[config.mk]
export PLATFORM = sky130hd
export DESIGN_NAME = smad_core
export DESIGN_NICKNAME = d
export VERILOG_FILES = /design/src/smad_core.v
export VERILOG_INCLUDE_DIRS = /design/src
export SDC_FILE = /design/constraint.sdc
export NUM_CORES = 1
export LEC_CHECK = 0
export BUFFER_PORTS_ARGS = -buffer_cell sky130_fd_sc_hd__buf_2
export CORE_ASPECT_RATIO = 0.9
export CORE_UTILIZATION = 60
export CTS_CLUSTER_DIAMETER = 50
export DETAILED_ROUTE_END_ITERATION = 6
export GPL_ROUTABILITY_DRIVEN = 0
export PLACE_DENSITY = 0.85
export SKIP_LAST_GASP = 1
export SLEW_MARGIN = 15
export SYNTH_ARGS = -nofsm -noshare
export SYNTH_HDL_FRONTEND = slang
export SYNTH_SLANG_ARGS = --single-unit
[constraint.sdc]
create_clock -name i_mclk -period 7.9 [get_ports i_mclk]
set_clock_uncertainty 0.1 [all_clocks]
set_input_delay 0.79 -clock i_mclk [delete_from_list [all_inputs] [get_ports i_mclk]]
set_output_delay 0.79 -clock i_mclk [all_outputs]
set_load 0.01 [all_outputs]
[src/smad_consts.vh]
// Constants for the signed multiply-add-divide datapath.
// Assumes inclusion by bare name from the core; definitions only.
`ifndef SMAD_CONSTS_VH
`define SMAD_CONSTS_VH

// Default operand widths (multiplicand X, multiplier Y)
`define SMAD_XW_DEF 8
`define SMAD_YW_DEF 8

// Operation codes presented on i_op with i_start
`define SMAD_OP_W 3
`define SMAD_OP_MAC 3'h0
`define SMAD_OP_SMAG 3'h1
`define SMAD_OP_OC_CONV 3'h2
`define SMAD_OP_OC_RAW 3'h3
`define SMAD_OP_SQRT 3'h4
`define SMAD_OP_RSS 3'h5
`define SMAD_OP_DIV 3'h6

// Squaring passes of the three-square root (index of the last pass)
`define SMAD_SQ_CNT_W 2
`define SMAD_SQ_LAST 2'h2

// Reset values
`define SMAD_SQ_CNT_RST 2'h0
`define SMAD_FLAG_RST 1'h0

`endif

[src/smad_core.v]
// Signed multiply-add array with sign correction, square root and
// rounded two's complement division sequencers.
// Assumes synchronous operands held stable while o_busy is high.
// Assumes XW >= YW >= 3; every result wraps modulo 2^(XW+YW).
// Only the root operand is captured at start; a changing divisor spoils a divide.
//
// Contract
// - Low extra bit gives plain XY plus K
// - High extra bit adds X once more
// - Sign-magnitude corrections added at upper weights
// - Converted one's complement correction by sign pair
// - Unit weight correction enters through addend
// - Raw one's complement conditional adder correction
// - Unequal lengths use sign-extended conditional adder
// - Square root by squaring trial and comparing
// - Root of three squares reuses array
// - Division in two's complement, first trial minus one
// - Sign digit from minus half divisor test
// - Other digits from trial times divisor test
// - Register top bit presented inverted to array
// - Comparator swaps product and dividend sign bits
// - Half divisor term rounds the quotient
`timescale 1ns/100ps
`default_nettype none
`include "smad_consts.vh"

module smad_core #(
  parameter XW = `SMAD_XW_DEF,
  parameter YW = `SMAD_YW_DEF
) (
  input wire i_mclk,
  input wire i_rst_n,
  input wire i_start,
  input wire [`SMAD_OP_W-1:0] i_op,
  input wire i_ym1,
  input wire [XW-1:0] i_x,
  input wire [YW-1:0] i_y,
  input wire [YW-1:0] i_z,
  input wire [YW-1:0] i_w,
  input wire [XW+YW-1:0] i_k,
  output reg [XW+YW-1:0] o_result,
  output reg o_done,
  output reg o_busy
);

  localparam PW = XW + YW;

  // One-hot sequencer states
  // One-hot codes, but each state test compares all three bits
  localparam [2:0] ST_IDLE = 3'h1;
  localparam [2:0] ST_ACC = 3'h2;
  localparam [2:0] ST_BITS = 3'h4;

  // The array itself: x*y + y_minus_one*x + k, modulo 2^PW
  // Every mode goes through this one function so all share the same wrap
  function [PW-1:0] arr;
    input [XW-1:0] ax;
    input [YW-1:0] ay;
    input aym1;
    input [PW-1:0] ak;
    reg [PW-1:0] xe;
    reg [PW-1:0] ye;
    begin
      xe = {{YW{ax[XW-1]}}, ax};
      ye = {{XW{ay[YW-1]}}, ay};
      arr = xe * ye + (aym1 ? xe : {PW{1'h0}}) + ak;
    end
  endfunction

  // Signed a < b done as unsigned compare with the sign bits crossed
  // Crossing the signs saves a separate signed comparator
  function cmp_lt;
    input [PW-1:0] a;
    input [PW-1:0] b;
    begin
      cmp_lt = ({b[PW-1], a[PW-2:0]} < {a[PW-1], b[PW-2:0]});
    end
  endfunction

  // Sequencer registers
  reg [2:0] state_r;
  reg [2:0] state_nxt;
  reg [`SMAD_OP_W-1:0] op_r;
  reg [`SMAD_OP_W-1:0] op_nxt;
  reg [YW-1:0] sar_r;
  reg [YW-1:0] sar_nxt;
  reg [YW-1:0] mask_r;
  reg [YW-1:0] mask_nxt;
  reg [PW-1:0] acc_r;
  reg [PW-1:0] acc_nxt;
  reg [`SMAD_SQ_CNT_W-1:0] sq_cnt_r;
  reg [`SMAD_SQ_CNT_W-1:0] sq_cnt_nxt;
  reg [PW-1:0] result_nxt;
  reg done_nxt;

  // Operand signs, sign extensions and sign-free magnitudes
  wire x_sign = i_x[XW-1];
  wire y_sign = i_y[YW-1];
  wire [PW-1:0] x_ext = {{YW{x_sign}}, i_x};
  wire [PW-1:0] y_ext = {{XW{y_sign}}, i_y};
  wire [PW-1:0] x_mag = {{(YW+1){1'h0}}, i_x[XW-2:0]};
  wire [PW-1:0] y_mag = {{(XW+1){1'h0}}, i_y[YW-2:0]};
  wire [PW-1:0] one_pw = {{(PW-1){1'h0}}, 1'h1};

  // Single-step results of the multiply modes
  reg [PW-1:0] mac_val;
  reg [PW-1:0] smag_val;
  reg [PW-1:0] oc_conv_val;
  reg [PW-1:0] oc_raw_val;
  reg [PW-1:0] smag_base;
  reg [PW-1:0] oc_corr;
  reg [PW-1:0] x_ones;
  reg [PW-1:0] y_ones;
  always @* begin
    // extra bit low, XY plus K
    mac_val = arr(i_x, i_y, i_ym1, i_k);
    // upper-weight sign corrections
    // Output adders cover the high weights; K is still added on the end
    smag_base = arr(i_x, i_y, 1'h0, {PW{1'h0}});
    case ({x_sign, y_sign})
      2'h0: smag_val = smag_base;
      2'h2: smag_val = {PW{1'h0}} - smag_base - (y_mag << (XW - 1));
      2'h1: smag_val = {PW{1'h0}} - smag_base - (x_mag << (YW - 1));
      default: smag_val = smag_base - (one_pw << (PW - 2)) + (x_mag << (YW - 1))
        + (y_mag << (XW - 1));
    endcase
    smag_val = smag_val + i_k;
    // converted operands, correction 0, Y, X or X+Y+1
    oc_corr = (x_sign ? y_ext : {PW{1'h0}}) + (y_sign ? x_ext : {PW{1'h0}})
      + ((x_sign & y_sign) ? one_pw : {PW{1'h0}});
    oc_conv_val = arr(i_x, i_y, 1'h0, i_k + oc_corr);
    // sign-extended one's complement values of both lengths
    x_ones = x_ext + {{(PW-1){1'h0}}, x_sign};
    y_ones = y_ext + {{(PW-1){1'h0}}, y_sign};
    // conditional adder, minus one when both signs set
    oc_corr = (x_sign ? y_ones : {PW{1'h0}}) + (y_sign ? x_ones : {PW{1'h0}})
      - ((x_sign & y_sign) ? one_pw : {PW{1'h0}});
    oc_raw_val = arr(i_x, i_y, 1'h0, i_k + oc_corr);
  end

  // Trial values and comparisons for the sequenced modes
  reg [YW-1:0] trial_sq;
  reg [YW-1:0] trial_dv;
  reg [YW-1:0] trial_raw;
  reg [PW-1:0] sq_val;
  reg [PW-1:0] dv_val;
  reg [PW-1:0] half_dv;
  reg [YW-1:0] sq_pick;
  reg [PW-1:0] acc_sq;
  reg bit_keep;
  always @* begin
    // Root trial sets the bit under test; top bit stays zero so it is positive
    trial_sq = sar_r | mask_r;
    sq_val = arr({{(XW-YW){1'h0}}, trial_sq}, trial_sq, 1'h0, {PW{1'h0}});
    // Decided bits, bit under test at 0 and ones below it: the trial sits
    // one step under the candidate, which the half divisor then splits
    trial_raw = sar_r | (mask_r - {{(YW-1){1'h0}}, 1'h1});
    // inverted top bit, cleared register reads as -1
    trial_dv = {~trial_raw[YW-1], trial_raw[YW-2:0]};
    // half divisor rounds the quotient
    // Arithmetic halving; an odd divisor loses half an LSB of the offset
    half_dv = {{(YW+1){i_x[XW-1]}}, i_x[XW-1:1]};
    dv_val = arr(i_x, trial_dv, 1'h0, half_dv);
    if (op_r == `SMAD_OP_DIV) begin
      // sign digit polarity set by divisor sign
      // crossed-sign compare against the double-length dividend
      bit_keep = cmp_lt(dv_val, i_k) ^ i_x[XW-1];
    end else begin
      // keep the bit while the square is smaller
      bit_keep = cmp_lt(sq_val, acc_r);
    end
    // squares of the three inputs accumulate through K
    case (sq_cnt_r)
      2'h0: sq_pick = i_y;
      2'h1: sq_pick = i_z;
      default: sq_pick = i_w;
    endcase
    acc_sq = arr({{(XW-YW){sq_pick[YW-1]}}, sq_pick}, sq_pick, 1'h0, acc_r);
  end

  // Sequencer next state
  // Defaults hold every register but done, which drops to 0, so each state names only what moves
  always @* begin
    state_nxt = state_r;
    op_nxt = op_r;
    sar_nxt = sar_r;
    mask_nxt = mask_r;
    acc_nxt = acc_r;
    sq_cnt_nxt = sq_cnt_r;
    result_nxt = o_result;
    done_nxt = 1'h0;
    case (state_r)
      ST_IDLE: begin
        // Starts while busy are ignored since only idle looks at them
        if (i_start) begin
          op_nxt = i_op;
          sar_nxt = {YW{1'h0}};
          sq_cnt_nxt = `SMAD_SQ_CNT_RST;
          acc_nxt = {PW{1'h0}};
          case (i_op)
            `SMAD_OP_MAC: begin
              result_nxt = mac_val;
              done_nxt = 1'h1;
            end
            `SMAD_OP_SMAG: begin
              result_nxt = smag_val;
              done_nxt = 1'h1;
            end
            `SMAD_OP_OC_CONV: begin
              result_nxt = oc_conv_val;
              done_nxt = 1'h1;
            end
            `SMAD_OP_OC_RAW: begin
              result_nxt = oc_raw_val;
              done_nxt = 1'h1;
            end
            `SMAD_OP_SQRT: begin
              // root top bit kept 0, so testing starts one bit lower
              acc_nxt = i_k;
              mask_nxt = {2'h1, {(YW-2){1'h0}}};
              state_nxt = ST_BITS;
            end
            `SMAD_OP_RSS: begin
              state_nxt = ST_ACC;
            end
            `SMAD_OP_DIV: begin
              mask_nxt = {1'h1, {(YW-1){1'h0}}};
              state_nxt = ST_BITS;
            end
            default: begin
              // Unused codes finish at once and leave the result alone
              done_nxt = 1'h1;
            end
          endcase
        end
      end
      ST_ACC: begin
        // three squaring passes through K, then the root bits
        acc_nxt = acc_sq;
        sq_cnt_nxt = sq_cnt_r + 2'h1;
        if (sq_cnt_r == `SMAD_SQ_LAST) begin
          mask_nxt = {2'h1, {(YW-2){1'h0}}};
          state_nxt = ST_BITS;
        end
      end
      ST_BITS: begin
        // one bit per step, done after the last
        sar_nxt = sar_r | (bit_keep ? mask_r : {YW{1'h0}});
        mask_nxt = mask_r >> 1;
        if (mask_r[0]) begin
          state_nxt = ST_IDLE;
          done_nxt = 1'h1;
          // Presented top bit is the quotient sign, copied over the top half
          if (op_r == `SMAD_OP_DIV)
            result_nxt = {{XW{~sar_nxt[YW-1]}}, ~sar_nxt[YW-1], sar_nxt[YW-2:0]};
          else
            result_nxt = {{XW{1'h0}}, sar_nxt};
        end
      end
      default: begin
        state_nxt = ST_IDLE;
      end
    endcase
  end

  // State and output registers; reset clears the approximation register
  // Reset loads constants only; every other load waits for the clock
  always @(posedge i_mclk or negedge i_rst_n) begin
    if (!i_rst_n) begin
      state_r <= ST_IDLE;
      op_r <= `SMAD_OP_MAC;
      sar_r <= {YW{1'h0}};
      mask_r <= {YW{1'h0}};
      acc_r <= {PW{1'h0}};
      sq_cnt_r <= `SMAD_SQ_CNT_RST;
      o_result <= {PW{1'h0}};
      o_done <= `SMAD_FLAG_RST;
      o_busy <= `SMAD_FLAG_RST;
    end else begin
      state_r <= state_nxt;
      op_r <= op_nxt;
      sar_r <= sar_nxt;
      mask_r <= mask_nxt;
      acc_r <= acc_nxt;
      sq_cnt_r <= sq_cnt_nxt;
      o_result <= result_nxt;
      o_done <= done_nxt;
      o_busy <= (state_nxt != ST_IDLE); // Busy flags the next state
    end
  end

endmodule

`default_nettype wire

# --- Word level (Yosys, flattened, before mapping) ---
# Index checks and enable logic that the tools add are counted.
op_classes:
  shifts: 0
  mul: 4
  bitwise_logic: 7
  add_sub_neg: 23
  div_mod_pow: 0
  magnitude_cmp: 2
  n_eq_ne: 20
  muxes: 35
  reduce_logical: 13
ops:
  columns: ["op", "n"]
  rows:
  - ["adder 16 bit", 12]
  - ["2-to-1 mux 16 bit", 10]
  - ["multiplier 8 x 8 -> 16 bit", 4]
  - ["one-hot mux 16 bit (2 select lines)", 2]
  - ["one-hot mux 16 bit (4 select lines)", 1]
  - ["one-hot mux 16 bit (3 select lines)", 1]
  - ["one-hot mux 8 bit (2 select lines)", 3]
  - ["adder 16 x 14 -> 16 bit", 2]
  - ["less-than comparator 16 bit", 2]
  - ["2-to-1 mux 8 bit", 4]
  - ["subtractor 16 x 14 -> 16 bit", 2]
  - ["OR 8 bit", 3]
  - ["one-hot mux 8 bit (3 select lines)", 1]
  - ["adder 8 x 2 -> 9 bit", 2]
  - ["subtractor 1 x 16 -> 16 bit, first input constant", 1]
  - ["subtractor 16 x 1 -> 16 bit", 1]
  - ["subtractor 16 x 15 -> 16 bit, second input constant", 1]
  - ["== test 3 bit, second input constant", 5]
  - ["== test 3 x 2 -> 1 bit, second input constant", 3]
  - ["2-to-1 mux 3 bit", 3]
  - ["one-hot mux 3 bit (3 select lines)", 1]
  - ["AND reduction 4 bit", 2]
  - ["subtractor 8 x 1 -> 8 bit, second input constant", 1]
  - ["== test 3 x 1 -> 1 bit, second input constant", 2]
  - ["other kinds (21)", 35]
word_totals:
  ramBits: 0
  latchBits: 0
  ff_bits: 58
  mem_count: 0
  mem_bits_ro: 0
  out_inout_bits: 18
  in_bits: 55

# --- Longest topological paths before layout ---
depth:
  depth_word: 14
  depth_mapped: 42
  ltp_nobuf: 40

# --- Least setup slack after synthesis ---
# OpenSTA, ideal clock, no wires.
synth_path:
  path_kind: "input -> register"
  startpoint: "input port i_y[7]"
  endpoint: "register o_result[15]"
  stages: 35
  arrival_time_ns: 8.084
  setup_slack_ns: -0.407
  path_buffers: 3
  setup_ns: 0.123
  cell_sequence: "clkbuf_1 > clkinv_1 > clkbuf_1 > nor2_1 > fa_1 > fa_1 > fa_1 > inv_1 > fa_1 > inv_1 > ha_1 > buf_6 > xnor2_1 > or4_1 > nand2_1 > inv_1 > ha_1 > nor2b_1 > o21ai_0 > a21boi_0 > o21a_1 > nor2_1 > o21bai_1 > a21oi_1 > xnor2_1 > xnor2_1 > a221oi_1 > a21oi_1 > ha_1 > and3_1 > a221o_1 > xor2_1 > or3_1 > nand3_1 > a21oi_1"
synth_via:
  elab_chain_cells: 9
  word_cells_on_any_way: 32
  cone_classes: "add/sub (18); mul (1); eq/ne (2); mux (9); bitwise (1); reduce/logical (1)"
synth_lines:
  columns: ["item", "line", "rtl"]
  rows:
  - ["start, declared", "smad_core.v:37", "input wire [YW-1:0] i_y,"]
  - ["multiplier 8 x 8 -> 16 bit or adder 8 x 2 -> 9 bit (tied branches)", "smad_core.v:66, smad_core.v:134", null]
  - ["subtractor 16 x 15 -> 16 bit or 2-to-1 mux 16 bit (tied branches)", "smad_core.v:124, smad_core.v:136", null]
  - ["adder 16 x 14 -> 16 bit or adder 16 bit (tied branches)", "smad_core.v:124, smad_core.v:136", null]
  - ["adder 16 x 14 -> 16 bit or subtractor 16 x 1 -> 16 bit (tied branches)", "smad_core.v:125, smad_core.v:137", null]
  - ["one-hot mux 16 bit (3 select lines) or adder 16 bit (tied branches)", "smad_core.v:120, smad_core.v:138", null]
  - ["adder 16 bit (on tied branches)", "smad_core.v:127, smad_core.v:66", null]
  - ["one-hot mux 16 bit (4 select lines) (*)", "smad_core.v:200", "case (i_op)"]
  - ["2-to-1 mux 16 bit (*)", "smad_core.v:195", "if (i_start) begin"]
  - ["one-hot mux 16 bit (2 select lines) (*)", "smad_core.v:192", "case (state_r)"]
  - ["end signal, assigned", "smad_core.v:276", "o_result <= {PW{1'h0}};"]
  - ["end signal, assigned", "smad_core.v:286", "o_result <= result_nxt;"]
  - ["end, declared", "smad_core.v:41", "output reg [XW+YW-1:0] o_result,"]
# Mark *: on every way between the ends. The rest lies on a longest branch, timed or not. The select of a mux whose other input is x is not followed.
# A chain may end at the register's enable or synchronous reset.

# --- Worst setup path in the final report ---
layout_path:
  startpoint: "register mask_r[1]"
  endpoint: "register o_result[13]"
layout_via:
  elab_chain_cells: 14
  word_cells_on_any_way: 17
  cone_classes: "add/sub (2); mul (2); order compare (2); mux (5); bitwise (6)"
layout_lines:
  columns: ["item", "line", "rtl"]
  rows:
  - ["start, declared", "smad_core.v:87", "reg [YW-1:0] mask_r;"]
  - ["start signal, assigned", "smad_core.v:273", "mask_r <= {YW{1'h0}};"]
  - ["start signal, assigned", "smad_core.v:283", "mask_r <= mask_nxt;"]
  - ["subtractor 8 x 1 -> 8 bit", "smad_core.v:157", "trial_raw = sar_r | (mask_r - {{(YW-1){1'h0}}, 1'h1});"]
  - ["OR 8 bit", "smad_core.v:157", null]
  - ["NOT 1 bit", "smad_core.v:159", "trial_dv = {~trial_raw[YW-1], trial_raw[YW-2:0]};"]
  - ["multiplier 8 x 8 -> 16 bit", "smad_core.v:66", "arr = xe * ye + (aym1 ? xe : {PW{1'h0}}) + ak;"]
  - ["adder 16 bit", "smad_core.v:66", null]
  - ["less-than comparator 16 bit", "smad_core.v:76", "cmp_lt = ({b[PW-1], a[PW-2:0]} < {a[PW-1], b[PW-2:0]});"]
  - ["bitwise XOR 1 bit", "smad_core.v:167", "bit_keep = cmp_lt(dv_val, i_k) ^ i_x[XW-1];"]
  - ["2-to-1 mux 1 bit (*)", "smad_core.v:164", "if (op_r == `SMAD_OP_DIV) begin"]
  - ["2-to-1 mux 8 bit (*)", "smad_core.v:248", "sar_nxt = sar_r | (bit_keep ? mask_r : {YW{1'h0}});"]
  - ["OR 8 bit (*)", "smad_core.v:248", null]
  - ["NOT 1 bit (*)", "smad_core.v:255", "result_nxt = {{XW{~sar_nxt[YW-1]}}, ~sar_nxt[YW-1], sar_nxt[YW-2:0]};"]
  - ["2-to-1 mux 16 bit (*)", "smad_core.v:254", "if (op_r == `SMAD_OP_DIV)"]
  - ["2-to-1 mux 16 bit (*)", "smad_core.v:250", "if (mask_r[0]) begin"]
  - ["one-hot mux 16 bit (2 select lines) (*)", "smad_core.v:192", null]
# Marks and branches as above.

==> flow_summary.json <==
{
  "via_per_inst": 6.086,
  "maxCapViolCount": 0,
  "clock_latency_ns": 0.34,
  "first_global_vias": 18500,
  "drt_iter0_drc": 1938,
  "track_usage_pct": 35.65,
  "place_hpwl_um": 49320,
  "reg2reg_from": "mask_r[1]",
  "drive_gt1_share_pct": 14.93,
  "cts.sinks": 58,
  "whs_endpoint": "op_r[2]",
  "netlist_area_mm2": 0.01998,
  "hold_viol": 0,
  "fin_util_pct": 69.30,
  "max_slew_margin_pct": 25.16,
  "grt_max_degree": 59,
  "hold_start": "op_r[2]",
  "critPathMaxFanout": 5,
  "wire_per_inst_um": 20.46,
  "htreeDepth": 3,
  "grt_antenna_before_repair": 1,
  "final_cell_mix": "inv_1 (463), fa_1 (302), ha_1 (266)",
  "critPathKind": "reg2reg",
  "cp_common_cell": "fa_1",
  "n_antenna_cell": 0,
  "status": "finished, violations left",
  "cts_hold_buf": 0,
  "period_share_pct": 100.8,
  "initial_utilization_pct": 60.79,
  "final_common_cell": "inv_1",
  "yosys.cell_types.count": 81,
  "clockBufferDepth": 2,
  "dp_slack_ns": -0.3505,
  "cts_tree": "done",
  "drt.antenna.violating_nets": 0,
  "die_area_mm2": 0.03404,
  "die_height_um": 175.1,
  "required_ns": 8.04,
  "rr_worst_depth": 36,
  "crit_start": "mask_r[1]",
  "nNetsFinal": 3159,
  "postSynthCellCount": 2308,
  "synth.ff_latch_count": 58,
  "clock.fmax_mhz": 125.6,
  "final.fill_count": 2293,
  "place_area_mm2": 0.02205,
  "wirelength_um": 60290,
  "io_buffers": 72,
  "num_rows": 63,
  "yosys_warnings": 0,
  "synth_top_flop_cell": "dfrtp_1",
  "die_w_um": 194.4,
  "crit_arrival_ns": 8.10,
  "fin_area_mm2": 0.02278,
  "r2r_end": "o_result[13]",
  "gr-total-overflow": 0,
  "io_pins": 73,
  "cts_made_buffers": 9,
  "finalCriticalPeriod_ns": 7.962,
  "hold_slack_ns": 0.3855,
  "core_area_mm2": 0.03287,
  "hp-class": "reg2reg",
  "ys_async_sr_fraction_pct": 100.0,
  "syn_nets": 2947,
  "synth-edff-count": 0,
  "grt_pass1_wl_um": 95100,
  "syn2layout_area_growth_pct": 14.00,
  "whs_path_depth": 2,
  "route.detailed.drc": 0,
  "crit_path_max_incr_delay_ns": 0.57,
  "crit_path_top_delay_cell": "fa_1",
  "end_kind": "flop",
  "via_count": 17940,
  "fin_ws_ns": -0.06237,
  "worst_pin_slew_ns": 1.121,
  "violations": "setup timing",
  "firstDrtPassIters": 6,
  "register_area_mm2": 0.001454,
  "reg2reg_slack_ns": -0.06,
  "setup_violations": 1,
  "rsz0062_at_grt": "yes",
  "post_synth.cell_area_avg_um2": 8.658,
  "critPathLaunchType": "flop",
  "root_buffer": "clkbuf_16",
  "multiInputGateArea_mm2": 0.01686,
  "finalMaxSlewViolations": 0,
  "yosysSeqAreaShare_pct": 7.269,
  "clk_pin_slew_ns": 0.06
}
-- layout make-up --
| class | count | area share [%] |
|---|---|---|
| clock buffer | 11 | 1.066 |
| multi-input combinational | 1713 | 74.01 |
| sequential | 58 | 6.382 |
| tap | 422 | 2.318 |
| inverter | 478 | 7.915 |
| timing repair buffer | 260 | 8.178 |
| clock inverter | 5 | 0.1318 |
-- layer usage --
layer	vias up	wire (µm)	GRT usage [%]	share of wire, %
met4	0	2988	15.11	5.0
li1	7834	-	-	-
met1	8727	23080	47.94	38
met5	-	0	0	0
met3	235	7280	7.914	12
met2	1140	26940	55.68	45
-- sequential cells by signal, indices dropped and copies added (netlist names) --
register / flops
o_result: 16
o_done: 1
acc_r: 16
mask_r: 8
state_r: 3
op_r: 3
sq_cnt_r: 2
o_busy: 1
sar_r: 8
-- cells by family after synthesis --
| kind of cell | share of synthesized area [%] |
|---|---|
| compound gates | 13.15 |
| simple gates | 12.42 |
| buf+inv | 10.26 |
| mux | 0.6700 |
| flops | 7.269 |
| xor+xnor | 8.202 |
| fa+ha+maj | 48.02 |
-- synthesized netlist by cell type (7+ instances only) --
master      n  area (µm²)
inv_1     470        1764
fa_1      305        6106
ha_1      279        3491
nor2_1    179       671.9
nand2_1   148       555.5
xnor2_1   134        1174
a21oi_1   123       615.6
o21ai_0    72       360.4
dfrtp_1    57        1426
clkbuf_1   54       202.7
and2_1     53       331.6
xor2_1     45       394.1
a21o_1     32       240.2
nor3_1     31       155.2
nand2b_1   28       175.2
a221oi_1   24       210.2
nand3_1    23       115.1
nor2b_1    19       118.9
o21bai_1   18       135.1
o21a_1     17       127.6
o22ai_1    15       93.84
a22o_1     14       122.6
a31oi_1    12       75.07
a211oi_1   11       82.58
mux2i_1    10       100.1
and3_1      9       56.30
or2_2       9       56.30
or3_1       7       43.79
-- worst max-delay path, delay by kind of cell (launching register included) --
family	cells	cell delay (ns)
compound gates	12	2.09
xor+xnor	3	0.43
fa+ha+maj	9	3.37
buf+inv	5	0.46
flops	1	0.43
simple gates	7	0.96
-- how the worst max path moves through the flow --
stage | to | slack (ns) | depth (start not counted)
final | o_result[13] | -0.06 | 36
after CTS | o_result[15] | 0.0003 | 35
after floorplan | o_result[15] | 0.0001 | 34
after global routing | o_result[13] | -0.28 | 37
after detailed placement | o_result[15] | -0.35 | 33
after global placement | o_result[15] | -0.17 | 35
-- metrics by stage --
step / instances / setup TNS, ns
2_1_floorplan: 2308 / 0
3_3_place_gp: 2922 / -0.2010
3_5_place_dp: 2922 / -0.8089
4_1_cts: 2938 / 0
5_1_grt: 2947 / -1.103
6_report: 2947 / -0.06237
-- what timing repair did --
action | in CTS | in global routing
gates resized for setup | 4 | 94
setup buffers | 0 | 10
endpoints found under the setup margin | 6 | 20
pin swaps | 4 | 54
Power is left out: the tool's default activity adds up to more than one toggle a clock period on the data nets, which glitch-free logic cannot reach.
